--- config.mk ---
export PLATFORM = sky130hd
export DESIGN_NAME = front_panel_gpio_port
export DESIGN_NICKNAME = d
export VERILOG_FILES = /design/src/gpio_port_pkg.sv /design/src/pin_sync_if.sv /design/src/front_panel_gpio_port.sv /design/src/pin_sync.sv
export SDC_FILE = /design/constraint.sdc
export NUM_CORES = 1
export LEC_CHECK = 0
export BUFFER_PORTS_ARGS = -buffer_cell sky130_fd_sc_hd__clkbuf_2
export CORE_AREA = 2 2 174 176
export DETAILED_ROUTE_END_ITERATION = 10
export DIE_AREA = 0 0 176 178
export MAX_ROUTING_LAYER = met4
export PLACE_DENSITY_LB_ADDON = 0.08
export SLEW_MARGIN = 10
export SYNTH_ARGS = -nofsm -noshare
export SYNTH_HDL_FRONTEND = slang
export SYNTH_HIERARCHICAL = 1
export SYNTH_SLANG_ARGS = --single-unit
--- constraint.sdc ---
create_clock -name clock_i -period 1.2 [get_ports clock_i]
set_clock_uncertainty 0.2 [all_clocks]
set_input_delay 0.06 -clock clock_i [delete_from_list [all_inputs] [get_ports clock_i]]
set_output_delay 0.06 -clock clock_i [all_outputs]
set_load 0.005 [all_outputs]
--- src/gpio_port_pkg.sv ---
package gpio_port_pkg;
    localparam int SE_COUNT = 12;
    localparam int DIFF_IN_COUNT = 4;
    localparam int DIFF_OUT_COUNT = 4;
    localparam int PORT_WORD_W = 20;
    localparam int CUSTOM_DATA_W = 32;
    localparam int CUSTOM_ADDR_W = 4;
    localparam int CUSTOM_REG_COUNT = 4;

    // field positions in the port level word
    localparam int SE_LSB = 0;
    localparam int DIFF_IN_LSB = 12;
    localparam int DIFF_OUT_LSB = 16;

    // values after reset
    localparam logic [SE_COUNT-1:0] SE_DIR_RESET = 12'h000;
    localparam logic [SE_COUNT-1:0] SE_OUT_RESET = 12'h000;
    localparam logic [DIFF_OUT_COUNT-1:0] DIFF_OUT_RESET = 4'h0;
    localparam logic [CUSTOM_DATA_W-1:0] CUSTOM_REG_RESET = 32'h00000000;
endpackage

--- src/pin_sync_if.sv ---
`timescale 1ns/100ps
interface pin_sync_if #(parameter int WIDTH = 1);
    logic [WIDTH-1:0] raw;
    logic [WIDTH-1:0] level;
    modport source (output raw, input level);
    modport filter (input raw, output level);
endinterface

--- src/front_panel_gpio_port.sv ---
`timescale 1ns/100ps
module front_panel_gpio_port
    import gpio_port_pkg::*;
#(
    parameter int REG_COUNT = gpio_port_pkg::CUSTOM_REG_COUNT
) (
    input wire logic clock_i,
    input wire logic reset_i,
    input wire logic clock_enable_i,
    // single-ended pins
    input wire logic [gpio_port_pkg::SE_COUNT-1:0] se_pin_i,
    output logic [gpio_port_pkg::SE_COUNT-1:0] se_pin_o,
    output logic [gpio_port_pkg::SE_COUNT-1:0] se_pin_oe_o,
    // differential receivers and drivers
    input wire logic diff_in_a_pos_i,
    input wire logic diff_in_b_pos_i,
    input wire logic diff_clk_in_a_pos_i,
    input wire logic diff_clk_in_b_pos_i,
    output logic diff_out_a_pos_o,
    output logic diff_out_b_pos_o,
    output logic diff_out_c_pos_o,
    output logic diff_out_d_pos_o,
    // host port commands
    input wire logic set_port_direction_cmd_i,
    input wire logic [gpio_port_pkg::SE_COUNT-1:0] port_direction_i,
    input wire logic write_port_levels_cmd_i,
    input wire logic [gpio_port_pkg::PORT_WORD_W-1:0] port_wdata_i,
    input wire logic read_port_levels_cmd_i,
    output logic [gpio_port_pkg::PORT_WORD_W-1:0] port_rdata_o,
    output logic port_rvalid_o,
    // host custom register commands
    input wire logic write_custom_reg_cmd_i,
    input wire logic read_custom_reg_cmd_i,
    input wire logic [gpio_port_pkg::CUSTOM_ADDR_W-1:0] custom_addr_i,
    input wire logic [gpio_port_pkg::CUSTOM_DATA_W-1:0] custom_wdata_i,
    output logic [gpio_port_pkg::CUSTOM_DATA_W-1:0] custom_rdata_o,
    output logic custom_rvalid_o,
    // real-time firmware side
    output logic [gpio_port_pkg::PORT_WORD_W-1:0] fw_port_levels_o,
    output logic [REG_COUNT*gpio_port_pkg::CUSTOM_DATA_W-1:0] fw_regs_o,
    input wire logic [REG_COUNT*gpio_port_pkg::CUSTOM_DATA_W-1:0] fw_status_i
);
    localparam int SYNC_W = SE_COUNT + DIFF_IN_COUNT;

    typedef struct packed {
        logic [SE_COUNT-1:0] se_dir;
        logic [SE_COUNT-1:0] se_out;
        logic [DIFF_OUT_COUNT-1:0] diff_out;
        logic [PORT_WORD_W-1:0] port_rdata;
        logic port_rvalid;
        logic [REG_COUNT-1:0][CUSTOM_DATA_W-1:0] regs;
        logic [CUSTOM_DATA_W-1:0] custom_rdata;
        logic custom_rvalid;
    } port_s;

    port_s state_reg;
    port_s state_next;
    logic [PORT_WORD_W-1:0] levels;
    logic [SE_COUNT-1:0] se_level;

    if (REG_COUNT < 1 || REG_COUNT > (1 << CUSTOM_ADDR_W)) begin : g_check
        $error("REG_COUNT must fit the custom register address");
    end

    pin_sync_if #(.WIDTH(SYNC_W)) sync_bus ();

    assign sync_bus.raw = {diff_clk_in_b_pos_i, diff_clk_in_a_pos_i,
                           diff_in_b_pos_i, diff_in_a_pos_i, se_pin_i};

    pin_sync #(
        .WIDTH(SYNC_W)
    ) u_sync (
        .clock_i(clock_i),
        .reset_i(reset_i),
        .clock_enable_i(clock_enable_i),
        .sync(sync_bus.filter)
    );

    // driven lines read back their driven level
    always_comb begin
        for (int i = 0; i < SE_COUNT; i++) begin
            se_level[i] = state_reg.se_dir[i] ? state_reg.se_out[i]
                                              : sync_bus.level[i];
        end
    end

    // full port word: single-ended, diff inputs, diff outputs
    assign levels = {state_reg.diff_out,
                     sync_bus.level[SYNC_W-1:SE_COUNT], se_level};

    always_comb begin
        state_next = state_reg;
        state_next.port_rvalid = 1'b0;
        state_next.custom_rvalid = 1'b0;
        if (set_port_direction_cmd_i) begin
            state_next.se_dir = port_direction_i;
        end
        if (write_port_levels_cmd_i) begin
            state_next.se_out = port_wdata_i[SE_LSB +: SE_COUNT];
            state_next.diff_out = port_wdata_i[DIFF_OUT_LSB +: DIFF_OUT_COUNT];
        end
        if (read_port_levels_cmd_i) begin
            state_next.port_rdata = levels;
            state_next.port_rvalid = 1'b1;
        end
        if (write_custom_reg_cmd_i && custom_addr_i < REG_COUNT) begin
            state_next.regs[custom_addr_i] = custom_wdata_i;
        end
        if (read_custom_reg_cmd_i) begin
            state_next.custom_rdata = '0;
            for (int k = 0; k < REG_COUNT; k++) begin
                if (custom_addr_i == k[CUSTOM_ADDR_W-1:0]) begin
                    state_next.custom_rdata =
                        fw_status_i[k*CUSTOM_DATA_W +: CUSTOM_DATA_W];
                end
            end
            state_next.custom_rvalid = 1'b1;
        end
    end

    always_ff @(posedge clock_i) begin
        if (reset_i) begin
            // lines start as inputs, values cleared
            state_reg.se_dir <= SE_DIR_RESET;
            state_reg.se_out <= SE_OUT_RESET;
            state_reg.diff_out <= DIFF_OUT_RESET;
            state_reg.port_rdata <= '0;
            state_reg.port_rvalid <= 1'b0;
            state_reg.regs <= {REG_COUNT{CUSTOM_REG_RESET}};
            state_reg.custom_rdata <= '0;
            state_reg.custom_rvalid <= 1'b0;
        end else if (clock_enable_i) begin
            state_reg <= state_next;
        end
    end

    // drive only lines set to output
    assign se_pin_oe_o = state_reg.se_dir;
    assign se_pin_o = state_reg.se_out;

    assign diff_out_a_pos_o = state_reg.diff_out[0];
    assign diff_out_b_pos_o = state_reg.diff_out[1];
    assign diff_out_c_pos_o = state_reg.diff_out[2];
    assign diff_out_d_pos_o = state_reg.diff_out[3];

    assign port_rdata_o = state_reg.port_rdata;
    assign port_rvalid_o = state_reg.port_rvalid;
    assign custom_rdata_o = state_reg.custom_rdata;
    assign custom_rvalid_o = state_reg.custom_rvalid;

    // firmware sees the live port and host-written registers
    assign fw_port_levels_o = levels;
    assign fw_regs_o = state_reg.regs;
endmodule

--- src/pin_sync.sv ---
`timescale 1ns/100ps
module pin_sync #(
    parameter int WIDTH = 1
) (
    input wire logic clock_i,
    input wire logic reset_i,
    input wire logic clock_enable_i,
    pin_sync_if.filter sync
);
    typedef struct packed {
        logic [WIDTH-1:0] stage1;
        logic [WIDTH-1:0] stage2;
        logic [WIDTH-1:0] stage3;
        logic [WIDTH-1:0] level;
    } sync_s;

    sync_s state_reg;
    sync_s state_next;

    if (WIDTH < 1) begin : g_check
        $error("pin_sync needs WIDTH of at least one");
    end

    always_comb begin
        state_next = state_reg;
        state_next.stage1 = sync.raw;
        state_next.stage2 = state_reg.stage1;
        state_next.stage3 = state_reg.stage2;
        for (int i = 0; i < WIDTH; i++) begin
            // change accepted once last two stages agree
            if (state_reg.stage2[i] == state_reg.stage3[i]) begin
                state_next.level[i] = state_reg.stage3[i];
            end
        end
    end

    always_ff @(posedge clock_i) begin
        if (reset_i) begin
            state_reg <= '0;
        end else if (clock_enable_i) begin
            state_reg <= state_next;
        end
    end

    assign sync.level = state_reg.level;
endmodule

==> results.yml <==
setup_path:
  path_max_fanout: 2
  required_ns: 0.94
  cp-start-kind: "flip-flop"
  path_cells: "mux2_4 -> buf_6 -> clkbuf_2"
  setup.worst_path.end_class: "output pin"
  r2r_setup_slack_ns: -0.15
  critPathMaxStageDelay_ns: 0.33
  slowest_stage: "dfxtp_2"
  cp.arrival_ns: 1.36
  path_buf_inv: 2
  path_class: "reg2out"
  cpLargestDelayFamily: "flip-flops"
logic_synthesis:
  avgSynthCellArea_sq_um: 9.08
  yosysSeqAreaShare: 0.481
  synth_fp_nets: 1476
  yosysWarnings: 6
  yosys.area_share.simple: 0.177
  ys_top_cells_by_area: "dfxtp_1, nand2_1, a21oi_1, a21oi_2, mux2i_1"
  synth_mux_area_frac: 0.106
  yosysTopAreaCellShare: 0.481
  synth_cells: 1256
  synth.distinct_cells: 31
  yosysTopAreaCell: "dfxtp_1"
  synth_compound_area_frac: 0.163
  syn-cell-area_sq_um: 11400
  synth_top_family_by_area: "simple AND/OR/NAND/NOR gates"
  synth_xor_area_frac: 0
  synthAdderAreaFrac: 0
  synth_seq_cells: 274
sta:
  fin_crit_sh: 1.35
  setup-tns-final_ns: -8.16
  rsz0062_at_grt: "true"
  slew_headroom: 0.733
  setup-violations-final: 121
  fmax_mhz: 618
  finalCriticalPeriod_ns: 1.62
  layout_setup_ws_ns: -0.417
  worst_pin_slew_ns: 0.400
  hold_ws_ns: -0.397
  hold_violations: 151
  maxSlewViolCount: 0
final_layout:
  fillCellCount: 2442
  largest_reg_flops: 128
  final_cell_mix: "clkbuf_2, nand2_1, dfxtp_2"
  areaGrowthSynthToFinish_pct: 72.1
  final_layout_size_suffix_gt1_frac: 0.525
  fin_nets: 2187
  fin_cells: 2387
  final_common_cell: "clkbuf_2"
  fin_area_sq_um: 19600
floorplanning:
  die_h_um: 178
  io_pins: 450
  fp.coreArea_sq_um: 29400
  die_w_um: 176
  rows: 63
  die_area_sq_um: 31300
  start_util: 0.388
worst_hold_path:
  min_path_type: "in2reg"
grt:
  overflow: 0
  grt.total_usage: 0.278
  first_global_vias: 11700
  grt_max_degree: 69
  grt_pass1_wl_mm: 66.3
  antenna_found_initial: 5
clock_tree:
  path_clk_slew_ns: 0.06
  htree_levels: 2
  cts_root_buf: "clkbuf_16"
  cts_tree: "done"
  cts_sinks: 274
  clk_latency_ns: 0.50
  cts_buffer_depth: 3
  cts_buffers: 34
power:
  ir_drop_v: 0.000929
  pwr_density_cell_nw_per_um2: 1150
  finalPower_uw: 22600
  p_leak_uw: 0.00838
detailed_routing:
  antenna_left: 0
  post-route-drc-count: 0
  viasPerCell: 4.90
  vias: 11700
  first_pass_iters: 5
  drt_wl_total_mm: 44.0
  wl_per_cell_um: 18.4
  drt_iter0_drc: 568
placed_design:
  dp.cells: 2047
  numPortBuffers: 445
  gp_congestion: 0.960
  placed_area_sq_um: 14400
  dp.final_hpwl_mm: 30.0
outcome:
  violations: "hold timing, setup timing"
  outcome: "complete, but fails checks"
job:
  drv_cap: 0
-- through the flow --
stage / setup WS, ns / utilization / hold slack [ns]
4_1_cts: -0.434 / 0.632 / -0.148
6_report: -0.417 / 0.668 / -0.397
3_3_place_gp: -0.389 / 0.489 / 0.0839
3_5_place_dp: -0.419 / 0.489 / 0.0895
5_1_grt: -0.461 / 0.668 / -0.396
2_1_floorplan: -0.106 / - / -0.00403
-- power breakdown --
group / total [uW] / switching (uW) / internal [uW]
Sequential: 9470 / 165 / 9310
Combinational: 2790 / 1200 / 1580
Clock: 10300 / 3930 / 6360
-- routing by layer --
metal  share of wire  global-route usage  wire length, um  vias up
met1            0.41               0.332            17900     5562
met5               0                   -                0        -
li1                -                   -                -     5625
met2            0.49               0.473            21500      417
met3           0.069              0.0565             3040       90
met4           0.034              0.0913             1520        0
-- worst paths after layout --
check,from,end,cells after the start
worst max-delay path,se_pin_oe_o[0]$_SDFFE_PP0P_,fw_port_levels_o[0],3
worst min-delay path,reset_i,se_pin_o[5]$_SDFFE_PP0P_,2
worst max register to register,se_pin_oe_o[3]$_SDFFE_PP0P_,port_rdata_o[3]$_SDFFE_PP0P_,5
worst min register to register,fw_regs_o[32]$_SDFFE_PP0P_,fw_regs_o[32]$_SDFFE_PP0P_,2
-- final cells by class --
cell class | instances | area [sq um] | share of cell area
diodes | 5 | 12.5 | 0.000637
clock buffers | 54 | 1040 | 0.0528
clock inverters | 7 | 96.3 | 0.00491
inverters | 27 | 101 | 0.00516
multi-input cells | 839 | 5360 | 0.273
flip-flops and latches | 274 | 5790 | 0.295
well taps | 390 | 488 | 0.0249
repair buffers | 791 | 6760 | 0.344
-- kinds of logic (layout without fill, tap and decap cells) --
| family | count (synthesis) | in the layout |
|---|---|---|
| buffers and inverters | 143 | 879 |
| multiplexers | 93 | 93 |
| flip-flops | 274 | 274 |
| AND/OR/NAND/NOR | 483 | 483 |
| other | 0 | 5 |
| AO/OA/AOI/OAI | 263 | 263 |
-- worst register-to-register path, stage by stage (launching register included) --
cell     delay [ns]
dfxtp_2        0.33
mux2_4         0.31
buf_4          0.14
buf_6          0.11
nor2_4         0.08
nor3_2         0.04
-- repair_timing --
item | CTS | global route
endpoints found under the hold margin | 270 | 136
setup endpoints to repair | 233 | 502
hold buffers | 213 | 1
setup buffers | 34 | 42
pin swaps | 3 | 7
cloned | 0 | 2
gates resized for setup | 295 | 262
-- synthesized netlist by cell type, drive strengths merged --
master	number
a211oi	11
and4	2
o32ai	16
clkbuf	37
nor2	86
nand2b	18
mux4	20
nand4	2
a21oi	193
dfxtp	274
and3	1
buf	79
o21ai	11
nor4b	1
nor2b	17
a311oi	1
and2	7
mux2	24
inv	27
nand2	334
mux2i	49
a22o	20
nor3	13
nor4	2
o211ai	11
Note: power is estimated with default switching activity, not from simulation.
